### src/hdl/clpw_pkg.sv
`default_nettype none
package clpw_pkg;

  // Widths of the duty level, the selection code and the period counter.
  localparam int LEVEL_W = 11;
  localparam int CODE_W = 4;
  localparam int RATIO_W = 15;
  localparam int PROD_W = 26;

  // One level count is 1/1280 of the reference, so the 10 % to 90 % span is exactly 1024 counts.
  localparam logic [10:0] LEVEL_LO = 11'h080;
  localparam logic [10:0] DUTY_FULL = 11'h400;
  localparam int DUTY_SHIFT = 10;
  localparam logic [10:0] DUTY_5PCT = 11'h033;
  localparam logic [10:0] DUTY_95PCT = 11'h3CD;

  // Timing counts in master ticks.
  localparam logic [9:0] START_TICKS = 10'h1F4;
  localparam logic [4:0] FLT_BASE = 5'h06;
  localparam int FLT_UNIT_SHIFT = 4;
  localparam int FLT_CNT_W = 9;

  // Clamp variants.
  localparam logic [1:0] CLAMP_NONE = 2'h0;
  localparam logic [1:0] CLAMP_BOTH = 2'h1;
  localparam logic [1:0] CLAMP_CEIL = 2'h2;
  localparam logic [1:0] CLAMP_FLOOR = 2'h3;

  // Register map and field positions.
  localparam int ADDR_W = 12;
  localparam logic [11:0] ADDR_CTRL = 12'h000;
  localparam logic [11:0] ADDR_STAT = 12'h004;
  localparam logic [10:0] CTRL_LEVEL_RST = 11'h000;
  localparam int STAT_CODE_LSB = 0;
  localparam int STAT_STARTED_BIT = 4;
  localparam int STAT_OUT_BIT = 5;
  localparam int STAT_PEND_BIT = 6;
  localparam int STAT_VALID_BIT = 7;
  localparam logic [1:0] RESP_OKAY = 2'h0;
  localparam logic [1:0] RESP_SLVERR = 2'h2;

  typedef struct packed {
    logic awvalid;
    logic [11:0] awaddr;
    logic wvalid;
    logic [31:0] wdata;
    logic [3:0] wstrb;
    logic bready;
    logic arvalid;
    logic [11:0] araddr;
    logic rready;
  } clpw_axil_req_t;

  typedef struct packed {
    logic awready;
    logic wready;
    logic bvalid;
    logic [1:0] bresp;
    logic arready;
    logic rvalid;
    logic [31:0] rdata;
    logic [1:0] rresp;
  } clpw_axil_rsp_t;

  // Codes 0..7 give 4**code, codes 8..15 mirror them.
  function automatic logic [14:0] clpw_ratio_of(input logic [3:0] code);
    logic [2:0] idx;
    idx = code[3] ? ~code[2:0] : code[2:0];
    return 15'h0001 << {idx, 1'b0};
  endfunction : clpw_ratio_of

endpackage : clpw_pkg
`default_nettype wire

### src/hdl/clpw_top.sv
`timescale 1ns/10ps
`default_nettype none
// Summary of operation
// RQ1: Duty rises linearly with the control level.
// RQ2: Levels outside the span saturate the duty.
// RQ3: Duty tracks the linear law within tolerance.
// RQ4: Unclamped variant rests low or high at extremes.
// RQ5: Two-sided clamp keeps 5-95 % and always toggles; at ratio 1 the output stays constant.
// RQ6: One-sided variants clamp ceiling or floor.
// RQ7: Invert bit flips the output after clamping.
// RQ8: Code top bit selects the inverted output.
// RQ9: New code waits sixteen times difference plus six.
// RQ10: Code accepted only when stable, no intermediates.
// RQ11: Ratio changes only at a period boundary.
// RQ12: Output held low during the start-up interval.
// RQ13: Start-up lasts 500 master ticks.
// RQ14: First pulse after start-up is whole.
// RQ15: Valid code must be resolved before output starts.
// RQ16: Ratios 1 to 16384 mirrored around the midpoint.
// RQ17: Duty level is an unsigned digital command.
// RQ18: Period is ratio ticks, high time counted.
module clpw_top #(
  parameter int CLAMP_MODE = 0
) (
  // Clock and reset
  input wire logic clk_i,
  input wire logic rst_i,
  // Master oscillator tick, one cycle wide
  input wire logic tick_i,
  // Divider and polarity selection code
  input wire logic [3:0] divider_polarity_code_i,
  // Register bus
  input wire clpw_pkg::clpw_axil_req_t axil_req_i,
  output wire clpw_pkg::clpw_axil_rsp_t axil_rsp_o,
  // Modulated output and applied polarity
  output logic pwm_o,
  output logic output_invert_o
);

  localparam logic [1:0] MODE = CLAMP_MODE[1:0];

  if (CLAMP_MODE < 0 || CLAMP_MODE > 3) begin : g_bad_mode
    $error("CLAMP_MODE must be 0 to 3");
  end

  logic awready_reg;
  logic wready_reg;
  logic bvalid_reg;
  logic [1:0] bresp_reg;
  logic arready_reg;
  logic rvalid_reg;
  logic [31:0] rdata_reg;
  logic [1:0] rresp_reg;
  logic [11:0] awaddr_reg;
  logic [31:0] wdata_reg;
  logic [3:0] wstrb_reg;
  logic [10:0] duty_control_level_reg;
  logic wr_fire;
  logic [31:0] rd_word;
  logic rd_ok;

  logic [3:0] flt_code;
  logic flt_valid;
  logic [9:0] start_cnt_reg;
  logic started_reg;
  logic [3:0] act_code_reg;
  logic [14:0] per_cnt_reg;
  logic [14:0] high_act_reg;
  logic pwm_reg;
  logic output_invert_reg;
  logic [14:0] ratio_act;
  logic [14:0] ratio_new;
  logic [10:0] duty_lin;
  logic [10:0] duty_clamped;
  logic [25:0] prod;
  logic [14:0] high_new;
  logic period_end;

  clpw_code_filter u_filter (
    .clk_i(clk_i),
    .rst_i(rst_i),
    .tick_i(tick_i),
    .code_i(divider_polarity_code_i),
    .code_o(flt_code),
    .valid_o(flt_valid)
  );

  // Write channel: address and data are taken in either order, the response follows both.
  assign wr_fire = !awready_reg && !wready_reg && !bvalid_reg;

  always_ff @(posedge clk_i) begin
    if (rst_i) begin
      awready_reg <= 1'b1;
      awaddr_reg <= 12'h000;
    end else if (axil_req_i.awvalid && awready_reg) begin
      awready_reg <= 1'b0;
      awaddr_reg <= axil_req_i.awaddr;
    end else if (bvalid_reg && axil_req_i.bready) begin
      awready_reg <= 1'b1;
    end
  end

  always_ff @(posedge clk_i) begin
    if (rst_i) begin
      wready_reg <= 1'b1;
      wdata_reg <= 32'h0000_0000;
      wstrb_reg <= 4'h0;
    end else if (axil_req_i.wvalid && wready_reg) begin
      wready_reg <= 1'b0;
      wdata_reg <= axil_req_i.wdata;
      wstrb_reg <= axil_req_i.wstrb;
    end else if (bvalid_reg && axil_req_i.bready) begin
      wready_reg <= 1'b1;
    end
  end

  always_ff @(posedge clk_i) begin
    if (rst_i) begin
      bvalid_reg <= 1'b0;
      bresp_reg <= clpw_pkg::RESP_OKAY;
    end else if (wr_fire) begin
      bvalid_reg <= 1'b1;
      bresp_reg <= (awaddr_reg[11:2] == clpw_pkg::ADDR_CTRL[11:2]) ? clpw_pkg::RESP_OKAY : clpw_pkg::RESP_SLVERR;
    end else if (bvalid_reg && axil_req_i.bready) begin
      bvalid_reg <= 1'b0;
    end
  end

  // The level register honours byte lanes; status is read-only and refuses writes.
  always_ff @(posedge clk_i) begin
    if (rst_i) begin
      duty_control_level_reg <= clpw_pkg::CTRL_LEVEL_RST;
    end else if (wr_fire && awaddr_reg[11:2] == clpw_pkg::ADDR_CTRL[11:2]) begin
      if (wstrb_reg[0]) begin
        duty_control_level_reg[7:0] <= wdata_reg[7:0]; // [RQ17]
      end
      if (wstrb_reg[1]) begin
        duty_control_level_reg[10:8] <= wdata_reg[10:8];
      end
    end
  end

  always_comb begin
    rd_word = 32'h0000_0000;
    rd_ok = 1'b1;
    if (axil_req_i.araddr[11:2] == clpw_pkg::ADDR_CTRL[11:2]) begin
      rd_word[10:0] = duty_control_level_reg;
    end else if (axil_req_i.araddr[11:2] == clpw_pkg::ADDR_STAT[11:2]) begin
      rd_word[clpw_pkg::STAT_CODE_LSB +: 4] = act_code_reg;
      rd_word[clpw_pkg::STAT_STARTED_BIT] = started_reg;
      rd_word[clpw_pkg::STAT_OUT_BIT] = pwm_reg;
      rd_word[clpw_pkg::STAT_PEND_BIT] = flt_valid && (flt_code != act_code_reg);
      rd_word[clpw_pkg::STAT_VALID_BIT] = flt_valid;
    end else begin
      rd_ok = 1'b0;
    end
  end

  always_ff @(posedge clk_i) begin
    if (rst_i) begin
      arready_reg <= 1'b1;
      rvalid_reg <= 1'b0;
      rdata_reg <= 32'h0000_0000;
      rresp_reg <= clpw_pkg::RESP_OKAY;
    end else if (axil_req_i.arvalid && arready_reg) begin
      arready_reg <= 1'b0;
      rvalid_reg <= 1'b1;
      rdata_reg <= rd_word;
      rresp_reg <= rd_ok ? clpw_pkg::RESP_OKAY : clpw_pkg::RESP_SLVERR;
    end else if (rvalid_reg && axil_req_i.rready) begin
      arready_reg <= 1'b1;
      rvalid_reg <= 1'b0;
    end
  end

  assign axil_rsp_o = '{awready: awready_reg, wready: wready_reg, bvalid: bvalid_reg, bresp: bresp_reg,
                        arready: arready_reg, rvalid: rvalid_reg, rdata: rdata_reg, rresp: rresp_reg};

  // Duty computation for the code that will run next.
  assign ratio_act = clpw_pkg::clpw_ratio_of(act_code_reg); // [RQ16]
  assign ratio_new = clpw_pkg::clpw_ratio_of(flt_code); // [RQ16]

  always_comb begin
    // Level minus 10 %, over the 80 % span, saturating at both ends.
    if (duty_control_level_reg <= clpw_pkg::LEVEL_LO) begin
      duty_lin = 11'h000; // [RQ2]
    end else if (duty_control_level_reg - clpw_pkg::LEVEL_LO >= clpw_pkg::DUTY_FULL) begin
      duty_lin = clpw_pkg::DUTY_FULL; // [RQ2]
    end else begin
      duty_lin = duty_control_level_reg - clpw_pkg::LEVEL_LO; // [RQ1] [RQ3]
    end
    duty_clamped = duty_lin;
    if ((MODE == clpw_pkg::CLAMP_BOTH || MODE == clpw_pkg::CLAMP_FLOOR) && duty_lin < clpw_pkg::DUTY_5PCT) begin
      duty_clamped = clpw_pkg::DUTY_5PCT; // [RQ5] [RQ6]
    end
    if ((MODE == clpw_pkg::CLAMP_BOTH || MODE == clpw_pkg::CLAMP_CEIL) && duty_lin > clpw_pkg::DUTY_95PCT) begin
      duty_clamped = clpw_pkg::DUTY_95PCT; // [RQ5] [RQ6]
    end
    prod = 26'(duty_clamped) * 26'(ratio_new);
    high_new = prod[24:10]; // [RQ18]
    // Short periods round the clamped floor down to 0; above ratio 1, keep one tick of each phase so it still toggles.
    if (ratio_new > 15'h0001) begin
      if ((MODE == clpw_pkg::CLAMP_BOTH || MODE == clpw_pkg::CLAMP_FLOOR) && high_new == 15'h0000) begin
        high_new = 15'h0001; // [RQ5]
      end
      if ((MODE == clpw_pkg::CLAMP_BOTH || MODE == clpw_pkg::CLAMP_CEIL) && high_new == ratio_new) begin
        high_new = ratio_new - 15'h0001; // [RQ5]
      end
    end
  end

  // Start-up interval counts master ticks, then waits for a resolved code.
  always_ff @(posedge clk_i) begin
    if (rst_i) begin
      start_cnt_reg <= 10'h000;
      started_reg <= 1'b0;
    end else if (!started_reg) begin
      if (tick_i && start_cnt_reg < clpw_pkg::START_TICKS) begin
        start_cnt_reg <= start_cnt_reg + 10'h001; // [RQ13]
      end
      if (start_cnt_reg == clpw_pkg::START_TICKS && flt_valid) begin
        started_reg <= 1'b1; // [RQ15]
      end
    end
  end

  assign period_end = tick_i && (per_cnt_reg == ratio_act - 15'h0001);

  // Code and high time are latched only at a period start, so no pulse is cut short.
  always_ff @(posedge clk_i) begin
    if (rst_i) begin
      act_code_reg <= 4'h0;
      per_cnt_reg <= 15'h0000;
      high_act_reg <= 15'h0000;
    end else if (!started_reg) begin
      act_code_reg <= flt_code; // [RQ14]
      per_cnt_reg <= 15'h0000;
      high_act_reg <= high_new;
    end else if (period_end) begin
      act_code_reg <= flt_code; // [RQ11]
      per_cnt_reg <= 15'h0000;
      high_act_reg <= high_new; // [RQ18]
    end else if (tick_i) begin
      per_cnt_reg <= per_cnt_reg + 15'h0001;
    end
  end

  always_ff @(posedge clk_i) begin
    if (rst_i) begin
      pwm_reg <= 1'b0;
      output_invert_reg <= 1'b0;
    end else begin
      pwm_reg <= started_reg && ((per_cnt_reg < high_act_reg) ^ act_code_reg[3]); // [RQ7] [RQ8] [RQ12] [RQ4]
      output_invert_reg <= act_code_reg[3]; // [RQ8]
    end
  end

  assign pwm_o = pwm_reg;
  assign output_invert_o = output_invert_reg;

  a_startup_low: assert property (@(posedge clk_i) disable iff (rst_i) // [RQ12]
    $rose(pwm_reg) |-> $past(started_reg))
    else $error("output rose before start-up ended");

  a_startup_len: assert property (@(posedge clk_i) disable iff (rst_i) // [RQ13]
    $rose(started_reg) |-> (start_cnt_reg == clpw_pkg::START_TICKS))
    else $error("start-up ended before 500 ticks");

  a_startup_code: assert property (@(posedge clk_i) disable iff (rst_i) // [RQ15]
    $rose(started_reg) |-> $past(flt_valid))
    else $error("start-up ended without a resolved code");

  a_ratio_boundary: assert property (@(posedge clk_i) disable iff (rst_i) // [RQ11]
    (started_reg && $past(started_reg) && act_code_reg != $past(act_code_reg)) |-> $past(period_end))
    else $error("code applied inside a period");

  a_invert_follow: assert property (@(posedge clk_i) disable iff (rst_i) // [RQ8]
    (started_reg && $past(started_reg) && $past(per_cnt_reg) >= $past(high_act_reg))
      |-> (pwm_reg == $past(act_code_reg[3])))
    else $error("low phase does not follow the code polarity");

  a_two_sided: assert property (@(posedge clk_i) disable iff (rst_i) // [RQ5]
    (MODE == clpw_pkg::CLAMP_BOTH && started_reg && ratio_act > 15'h0001)
      |-> (high_act_reg != 15'h0000 && high_act_reg < ratio_act))
    else $error("two-sided clamp let the output stop");

  a_zero_duty: assert property (@(posedge clk_i) disable iff (rst_i) // [RQ4]
    (MODE == clpw_pkg::CLAMP_NONE && duty_control_level_reg <= clpw_pkg::LEVEL_LO) |-> (high_new == 15'h0000))
    else $error("unclamped variant not at zero duty");

  a_saturate: assert property (@(posedge clk_i) disable iff (rst_i) // [RQ2]
    (duty_control_level_reg >= clpw_pkg::LEVEL_LO + clpw_pkg::DUTY_FULL) |-> (duty_lin == clpw_pkg::DUTY_FULL))
    else $error("duty not saturated above the span");

  a_period_len: assert property (@(posedge clk_i) disable iff (rst_i) // [RQ18]
    started_reg |-> (per_cnt_reg < ratio_act))
    else $error("period counter beyond the ratio");

  a_ceil_clamp: assert property (@(posedge clk_i) disable iff (rst_i) // [RQ6]
    (MODE == clpw_pkg::CLAMP_CEIL) |-> (duty_clamped <= clpw_pkg::DUTY_95PCT))
    else $error("ceiling clamp exceeded");

endmodule : clpw_top
`default_nettype wire

### src/hdl/clpw_code_filter.sv
`timescale 1ns/10ps
`default_nettype none
module clpw_code_filter (
  // Clock and reset
  input wire logic clk_i,
  input wire logic rst_i,
  // Master tick and raw code
  input wire logic tick_i,
  input wire logic [3:0] code_i,
  // Accepted code
  output logic [3:0] code_o,
  output logic valid_o
);

  logic [3:0] cand_reg;
  logic [3:0] code_reg;
  logic valid_reg;
  logic [8:0] cnt_reg;
  logic [3:0] diff;
  logic [8:0] need;

  // Before the first code is accepted the difference counts as zero.
  always_comb begin
    diff = 4'h0;
    if (valid_reg) begin
      diff = (cand_reg > code_reg) ? cand_reg - code_reg : code_reg - cand_reg;
    end
    need = {({1'b0, diff} + clpw_pkg::FLT_BASE), 4'h0};
  end

  // A candidate restarts the wait whenever the sample moves, so a wandering input is never taken.
  always_ff @(posedge clk_i) begin
    if (rst_i) begin
      cand_reg <= 4'h0;
      code_reg <= 4'h0;
      valid_reg <= 1'b0;
      cnt_reg <= 9'h000;
    end else if (tick_i) begin
      if (code_i != cand_reg) begin
        cand_reg <= code_i;
        cnt_reg <= 9'h000;
      end else if (!valid_reg || (cand_reg != code_reg)) begin
        if (cnt_reg + 9'h001 == need) begin // [RQ9]
          code_reg <= cand_reg; // [RQ10]
          valid_reg <= 1'b1;
          cnt_reg <= 9'h000;
        end else begin
          cnt_reg <= cnt_reg + 9'h001;
        end
      end else begin
        cnt_reg <= 9'h000;
      end
    end
  end

  assign code_o = code_reg;
  assign valid_o = valid_reg;

  a_filter_delay: assert property (@(posedge clk_i) disable iff (rst_i) // [RQ9]
    (valid_reg && $past(valid_reg) && code_reg != $past(code_reg)) |-> ($past(cnt_reg) + 9'h001 == $past(need)))
    else $error("code accepted after the wrong delay");

  a_no_steps: assert property (@(posedge clk_i) disable iff (rst_i) // [RQ10]
    (valid_reg && code_reg != $past(code_reg)) |-> (code_reg == $past(cand_reg) && $past(code_i) == $past(cand_reg)))
    else $error("code accepted that was not the stable candidate");

endmodule : clpw_code_filter
`default_nettype wire

### config.mk
export PLATFORM = sky130hd
export DESIGN_NAME = clpw_top
export DESIGN_NICKNAME = d
export VERILOG_FILES = /design/src/hdl/clpw_pkg.sv /design/src/hdl/clpw_top.sv /design/src/hdl/clpw_code_filter.sv
export SDC_FILE = /design/constraint.sdc
export NUM_CORES = 1
export LEC_CHECK = 0
export ABC_CLOCK_PERIOD_IN_PS = 6900
export BUFFER_PORTS_ARGS = -buffer_cell sky130_fd_sc_hd__buf_2
export CELL_PAD_IN_SITES_DETAIL_PLACEMENT = 1
export CELL_PAD_IN_SITES_GLOBAL_PLACEMENT = 1
export CORE_MARGIN = 5
export CORE_UTILIZATION = 41
export CTS_BUF_LIST = sky130_fd_sc_hd__clkbuf_4
export CTS_CLUSTER_SIZE = 12
export DETAILED_ROUTE_END_ITERATION = 10
export PLACE_DENSITY_LB_ADDON = 0.15
export SLEW_MARGIN = 40
export SYNTH_ARGS = -nofsm -noshare
export SYNTH_HDL_FRONTEND = slang
export SYNTH_HIERARCHICAL = 1
export SYNTH_SLANG_ARGS = --single-unit
### constraint.sdc
create_clock -name clk_i -period 6.9 [get_ports clk_i]
set_input_delay 1.38 -clock clk_i [delete_from_list [all_inputs] [get_ports clk_i]]
set_output_delay 1.38 -clock clk_i [all_outputs]
set_load 0.1 [all_outputs]
==> results of run 1 <==
==> critical path: cells and delay by family, from the launching register on <==
family,cells,cell delay [ns]
adders and majority gates,6,2.72
xor gates and xnor gates,1,0.16
buffers and inverters,6,0.64
and+or+nand+nor,7,1.54
DFF,1,0.44
AOI/OAI and AO/OA,3,0.70
==> worst max-delay path by stage <==
| stage | end | slack (ns) | cells after the start |
|---|---|---|---|
| final | high_act_reg[14]$_SDFFE_PP0P_ | 0.57 | 23 |
| after CTS | high_act_reg[14]$_SDFFE_PP0P_ | 0.48 | 23 |
| after global placement | high_act_reg[12]$_SDFFE_PP0P_ | 0.53 | 24 |
| after detailed placement | high_act_reg[11]$_SDFFE_PP0P_ | 0.51 | 24 |
| after floorplan | high_act_reg[11]$_SDFFE_PP0P_ | 0.79 | 26 |
| after global routing | high_act_reg[14]$_SDFFE_PP0P_ | 0.04 | 23 |
==> power groups by stage <==
stage | sequential [mW] | combinational, mW | clock (mW)
global route | 0.708 | 0.219 | 0.578
finish | 0.706 | 0.204 | 0.528
CTS | 0.706 | 0.205 | 0.548
detailed placement | 0.721 | 0.205 | 0
floorplan | 0.747 | 0.151 | 0
global placement | 0.720 | 0.203 | 0
==> final cells by class <==
class                      count  area (um^2)
timing repair buffer          87          493
fill                        3017        13300
clock inverter                14          151
antenna                        1         2.50
clock buffer                  18          135
multi-input combinational    909         6870
sequential                   117         2340
tap                          324          405
inverter                     134          503
==> metal layers <==
metal	wire length, um	share of wire
met1	12100	0.48
met2	11900	0.47
met3	829	0.033
met4	417	0.016
met5	11	0.00044
==> cells by family after synthesis <==
family	synth area share
AOI/OAI and AO/OA	0.127
xor gates and xnor gates	0.0554
adders and majority gates	0.238
buffers and inverters	0.0950
DFF	0.232
muxes	0.0342
other	0.000372
and+or+nand+nor	0.217
==> placed cells by master, fill, tap and decap left out, types with 11 or more instances in the layout <==
cell type and count:
nor2_1 109, buf_4 23, fa_1 42, and3_1 11
ha_1 125, clkbuf_4 18, a21oi_1 64, nor3_1 36
buf_2 64, conb_1 23, and2_1 62, xnor2_1 38
inv_1 132, xor2_1 24, nand2_1 115, dfxtp_1 117
mux2i_1 33, nand3_1 22, or3_1 11, a221oi_1 11
o21ai_0 24
==> synthesized netlist by cell type (22+ instances only) <==
| cell type | n | area share |
|---|---|---|
| inv_1 | 132 | 0.049 |
| ha_1 | 125 | 0.16 |
| dfxtp_1 | 117 | 0.23 |
| nand2_1 | 115 | 0.043 |
| nor2_1 | 109 | 0.041 |
| a21oi_1 | 64 | 0.032 |
| and2_1 | 62 | 0.038 |
| fa_1 | 42 | 0.083 |
| xnor2_1 | 38 | 0.033 |
| clkbuf_1 | 36 | 0.013 |
| nor3_1 | 36 | 0.018 |
| mux2i_1 | 33 | 0.033 |
| buf_4 | 32 | 0.024 |
| o21ai_0 | 24 | 0.012 |
| xor2_1 | 24 | 0.021 |
| nand3_1 | 22 | 0.011 |
==> per-stage QoR <==
| step | util | setup WS (ns) | hold WS, ns | power (mW) |
|---|---|---|---|---|
| floorplan | - | 0.793 | 0.431 | 0.898 |
| global placement | 0.438 | 0.534 | 0.439 | 0.923 |
| detailed placement | 0.438 | 0.508 | 0.449 | 0.926 |
| CTS | 0.449 | 0.483 | 0.466 | 1.46 |
| global route | 0.450 | 0.0401 | 0.479 | 1.50 |
| finish | 0.450 | 0.569 | 0.461 | 1.44 |
==> results.md, run 1 <==
* Outcome: finished clean
* Crit path DAT at between 6 and 7 ns
* Fin cells at 1604
* Initial antenna violation count at 2
* Hold Path End: awaddr_reg[6]$_SDFFE_PP0P_
* Worst Setup SP: duty_control_level_reg[5]$_SDFFE_PP0P_
* Core footprint at about 24000 um^2
* GRT Residual Overflow at 0
* Inst Count DP at approximately 1600
* Yosys cell types at 81
* Number of buffers added on ports at 64
* Worst EP required at ~7.3 ns
* Ratio of cells with drive above 1 in the final layout at 0.113
* Post_cts resized at 0
* Worst flop-to-flop path endpoint: high_act_reg[14]$_SDFFE_PP0P_
* Syn Inst Count at roughly 1200
* Vias in the first global route at a little under 9000
* Initial DRC count at about 330
* Largest net degree at the start of global routing at 57
* Pwr/cell area at about 130 nW/um^2
* DIE AREA at 27800 um^2
* Mean Syn Cell Area at 8.28 um^2
* Met3 usage at 0.0351
* Sink Count at approximately 120
* Starting Density at 0.416
* Max-cap viol count at 0
* Worst-Skew Late Latency at around 0.52 ns
* FFs w/ async S/R, synth at 0
* Sequential fraction of the synthesis area at 0.232
* CP endpoint kind: flop
* Die width at ~170 um
* Share of the clock period used by the worst path at 0.917
* Comb power frac at 0.142
* Worst R2R Start: duty_control_level_reg[5]$_SDFFE_PP0P_
* Peak fanout along the critical path at 16
* Post-DRT Antenna Nets at 0
* Leakage power at between 5 and 6 nW
* Clock H-tree levels at 4
* Main synth FF type: dfxtp_1
* Grt met1 use at 0.239
* Hold-fix buffers, CTS at 0
* CP Cell Sequence: nor4_1, nand4b_1, nand2_1, buf_4, nor2_1, buf_4, and2_1, ha_1, inv_1, fa_1, inv_1, fa_1, inv_1, fa_1, fa_1, inv_1, ha_1, nand4_1, or3_1, o21ai_0, a211oi_1, xnor2_1, a21oi_1
* # IOs at approximately 120
* Worst Tran Pin Value at a little under 0.7 ns
* Switching Share at 0.333
* Hold path depth at 2
* CTS max path bufs at 2
* Sum of negative setup slack at 0 ns
* CTS tree: yes
* Peak supply drop at roughly 120 uV
* R2r worst-path depth at 23
* # setup viols final at 0
* Min cycle time layout at between 6 and 7 ns
* Root Buffer: clkbuf_4
* Max stage delay cell, worst path: fa_1
* Drt first pass iters at 4
* Synthesized area at just over 10000 um^2
* # DRC at 0
* FP Rows at 57
* Die height at approximately 170 um
* Top Usage Layer GRT: met2
* Clock transition at path regs at around 0.12 ns
* Post-DP HPWL at 20100 um
* Final Cell Area at about 11000 um^2
* Vias at slightly above 8000
* Placed instance area at 10600 um^2
* Final Hold Viols at 0
* Worst hold path startpoint: awaddr_reg[6]$_SDFFE_PP0P_
* Clock group share of total power at 0.367
* Final WL at between 20000 and 30000 um
* Hold/Removal Path Class: flop to flop
* Nets@finish at 1505
* Yosys reg bits at 117
* CP peak stage delay at approximately 0.54 ns
* Max-slew violation count at 0
* Layout Skew at a little under 0.03 ns
* EDFF count, synth at 0
* GRT Overall Usage at 0.183
* Internal power at between 0.9 and 1 mW
* Worst R2R Setup Slack at ~0.57 ns
* Slew HR at 0.543
* Setup CP Type: flop to flop
* Met2 global-route usage at 0.313
* Vias per inst at just over 5
* First-pass GRT wire length at around 43000 um
* Sw power at between 0.4 and 0.5 mW
* CTS buffer count at 17
* YS warnings at 6
* RSZ-0062 raised after global routing: no
* Final GP Congestion at ~0.81
* Reg power frac at 0.491
* Fmax at roughly 160 MHz
* Area Overhead vs Synth at 8.07%
* Startpoint Class: flop
* Number of buffers added for setup after CTS at 0
* Drt wl/cell at ~16 um
No activity file was read; power rests on OpenSTA's default activity.
==> run 2: changes to the inputs <==
--- a/config.mk
+++ b/config.mk
@@ -5,7 +5,7 @@
 export SDC_FILE = /design/constraint.sdc
 export NUM_CORES = 1
 export LEC_CHECK = 0
-export ABC_CLOCK_PERIOD_IN_PS = 6900
+export ABC_CLOCK_PERIOD_IN_PS = 8100
 export BUFFER_PORTS_ARGS = -buffer_cell sky130_fd_sc_hd__buf_2
 export CELL_PAD_IN_SITES_DETAIL_PLACEMENT = 1
 export CELL_PAD_IN_SITES_GLOBAL_PLACEMENT = 1
==> constraint.sdc (replaced) <==
create_clock -name clk_i -period 8.1 [get_ports clk_i]
set_input_delay 1.62 -clock clk_i [delete_from_list [all_inputs] [get_ports clk_i]]
set_output_delay 1.62 -clock clk_i [all_outputs]
set_load 0.1 [all_outputs]
==> run 2 against run 1 <==
Effect of this change:
- clock-buffer cell count shrank 1
- sequential power shrank 15%
- worst hold slack gained 0.0011 ns
- final cell count shrank 0.81%
- clock power shrank 18%
- combinational power shrank 15%
- wire length grew 0.68%
- critical path depth shrank 1
- core utilization shrank 0.49 points
- highest routed layer is now met4
- clock skew grew 0.0025 ns
==> results.md, run 2 (same netlist as run 1, synthesis figures left out) <==
* Clock H-tree levels at 4 (unchanged)
* GRT Overall Usage at 0.185 (+0.00186)
* Setup CP Type: flop to flop
* Ratio of cells with drive above 1 in the final layout at 0.103 (-0.0107)
* Largest net degree at the start of global routing at 56 (-1.8%)
* Max-cap viol count at 0 (unchanged)
* Starting Density at 0.416 (unchanged)
* GRT Residual Overflow at 0 (unchanged)
* DIE AREA at 27800 um^2 (unchanged)
* Crit path DAT at 7.14 ns (+0.42 ns)
* Initial DRC count at 259 (-22%)
* Area Overhead vs Synth at 6.91%
* CTS buffer count at 17 (unchanged)
* # IOs at 115 (unchanged)
* Share of the clock period used by the worst path at 0.833 (-0.0842)
* Min cycle time layout at 6.75 ns (+0.419 ns)
* Final Hold Viols at 0 (unchanged)
* Peak supply drop at 87.2 uV (-27%)
* Post-DP HPWL at 19700 um (-2.0%)
* Worst EP required at 8.49 ns (+1.20 ns)
* FP Rows at 57 (unchanged)
* Vias at 8223 (-1.1%)
* Root Buffer: clkbuf_4
* Number of buffers added for setup after CTS at 0 (unchanged)
* Max-slew violation count at 0 (unchanged)
* CP peak stage delay at 0.65 ns (+0.11 ns)
* Nets@finish at 1492 (-0.86%)
* Most frequent cells in the layout: inv_1, ha_1, dfxtp_1, nand2_1, nor2_1
* Post_cts resized at 0 (unchanged)
* Clock transition at path regs at 0.11 ns (about the same)
* CTS tree: yes
* Hold Slack at 0.462 ns (+0.00106 ns)
* Startpoint Class: flop
* Die height at 167 um (unchanged)
* Commonest non-fill, non-tap cell in the layout: inv_1
* Sum of negative setup slack at 0 ns (unchanged)
* Peak fanout along the critical path at 30 (+14)
* Drt wl/cell at 16.0 um (+1.5%)
* Pwr/cell area at 112 nW/um^2 (-15%)
* Hold/Removal Path Class: flop to flop
* Final GP Congestion at 0.789 (-2.7%)
* # DRC at 0 (unchanged)
* Hold-fix buffers, CTS at 0 (unchanged)
* # setup viols final at 0 (unchanged)
* Fillers at 3011 (-0.20%)
* Die width at 167 um (unchanged)
* Outcome: finished clean
* First-pass GRT wire length at 43200 um (+0.68%)
* Vias in the first global route at 8596 (-0.61%)
* Layout Skew at 0.0322 ns (+0.00245 ns)
* Final WL at 25400 um (+0.68%)
* Core footprint at 24200 um^2 (unchanged)
* Fmax at 148 MHz (-6.2%)
* CP endpoint kind: flop
* Vias per inst at 5.17 (-0.29%)
* Max stage delay cell, worst path: dfxtp_1
* Number of buffers added on ports at 64 (unchanged)
* Post-DRT Antenna Nets at 0 (unchanged)
* Initial antenna violation count at 1 (-1)
* Worst Tran Pin Value at 0.750 ns (+0.0669 ns)
* Worst-Skew Late Latency at 0.54 ns (+0.02 ns)
* Leakage power at 5.04 nW (-1.5%)
* CP Cell Sequence: inv_1, ha_1, o21bai_1, a21oi_1, nand2_1, buf_4, or3_1, fa_1, inv_1, fa_1, inv_1, fa_1, fa_1, inv_1, ha_1, a21oi_1, o21ai_0, a21oi_1, o221ai_1, a2111o_1, nand4_1, o31ai_1
* CTS max path bufs at 2 (unchanged)
* RSZ-0062 raised after global routing: no
* Sink Count at 117 (unchanged)
* Slew HR at 0.500 (-0.0429)
* Drt first pass iters at 4 (unchanged)
run 2: cell count changes in the layout (fill, tap and decap cells not counted), sizes merged:
cell    previous run  this run
clkinv             4         9
inv              138       134
clkbuf            18        17
buf               87        74
run 2: area by class of cell:
class	count	area [um^2]	area share
Antenna cell	1	2.50	0.000232
Multi-Input combinational cell	909	6870	0.637
Inverter	134	503	0.0466
Sequential cell	117	2340	0.217
Timing Repair Buffer	74	395	0.0367
Clock inverter	15	139	0.0129
Tap cell	324	405	0.0376
Clock buffer	17	128	0.0118
run 2: stage by stage:
stage / setup WS (ns) / util / total power, mW / cell area [um^2] / instances
2_1_floorplan: 1.99 / - / 0.765 / 10200 / 1240
3_3_place_gp: 1.38 / 0.434 / 0.785 / 10500 / 1558
3_5_place_dp: 1.30 / 0.434 / 0.787 / 10500 / 1558
4_1_cts: 1.28 / 0.445 / 1.23 / 10800 / 1590
5_1_grt: 0.844 / 0.445 / 1.27 / 10800 / 1591
6_report: 1.35 / 0.445 / 1.20 / 10800 / 1591
run 2: worst paths after layout:
kind / start / cells past startpoint / slack, ns / endpoint
worst max-delay path: duty_control_level_reg[7]$_SDFFE_PP0P_ / 22 / 1.35 / high_act_reg[11]$_SDFFE_PP0P_
worst min-delay path: wdata_reg[3]$_SDFFE_PP0P_ / 2 / 0.46 / wdata_reg[3]$_SDFFE_PP0P_
worst max register to register: duty_control_level_reg[7]$_SDFFE_PP0P_ / 22 / 1.35 / high_act_reg[11]$_SDFFE_PP0P_
worst min register to register: wdata_reg[3]$_SDFFE_PP0P_ / 2 / 0.46 / wdata_reg[3]$_SDFFE_PP0P_
run 2: routing by layer:
| layer | GRT usage | wire length (um) |
|---|---|---|
| met1 | 0.245 | 12400 |
| met3 | 0.0401 | 935 |
| met2 | 0.304 | 11600 |
| met4 | 0.0502 | 571 |
| met5 | 0 | 0 |
run 2: worst max-delay path: cells and delay by family, from the launching register on:
family | cells | cell delay [ns]
compound gates | 8 | 2.13
fa+ha+maj | 6 | 2.74
buf+inv | 5 | 0.51
flops | 1 | 0.65
simple gates | 3 | 0.59
run 2: power breakdown:
part,switching (mW),internal (mW)
Sequential,0.0103,0.590
Clock,0.253,0.179
Combinational,0.138,0.0357
Total,0.401,0.804
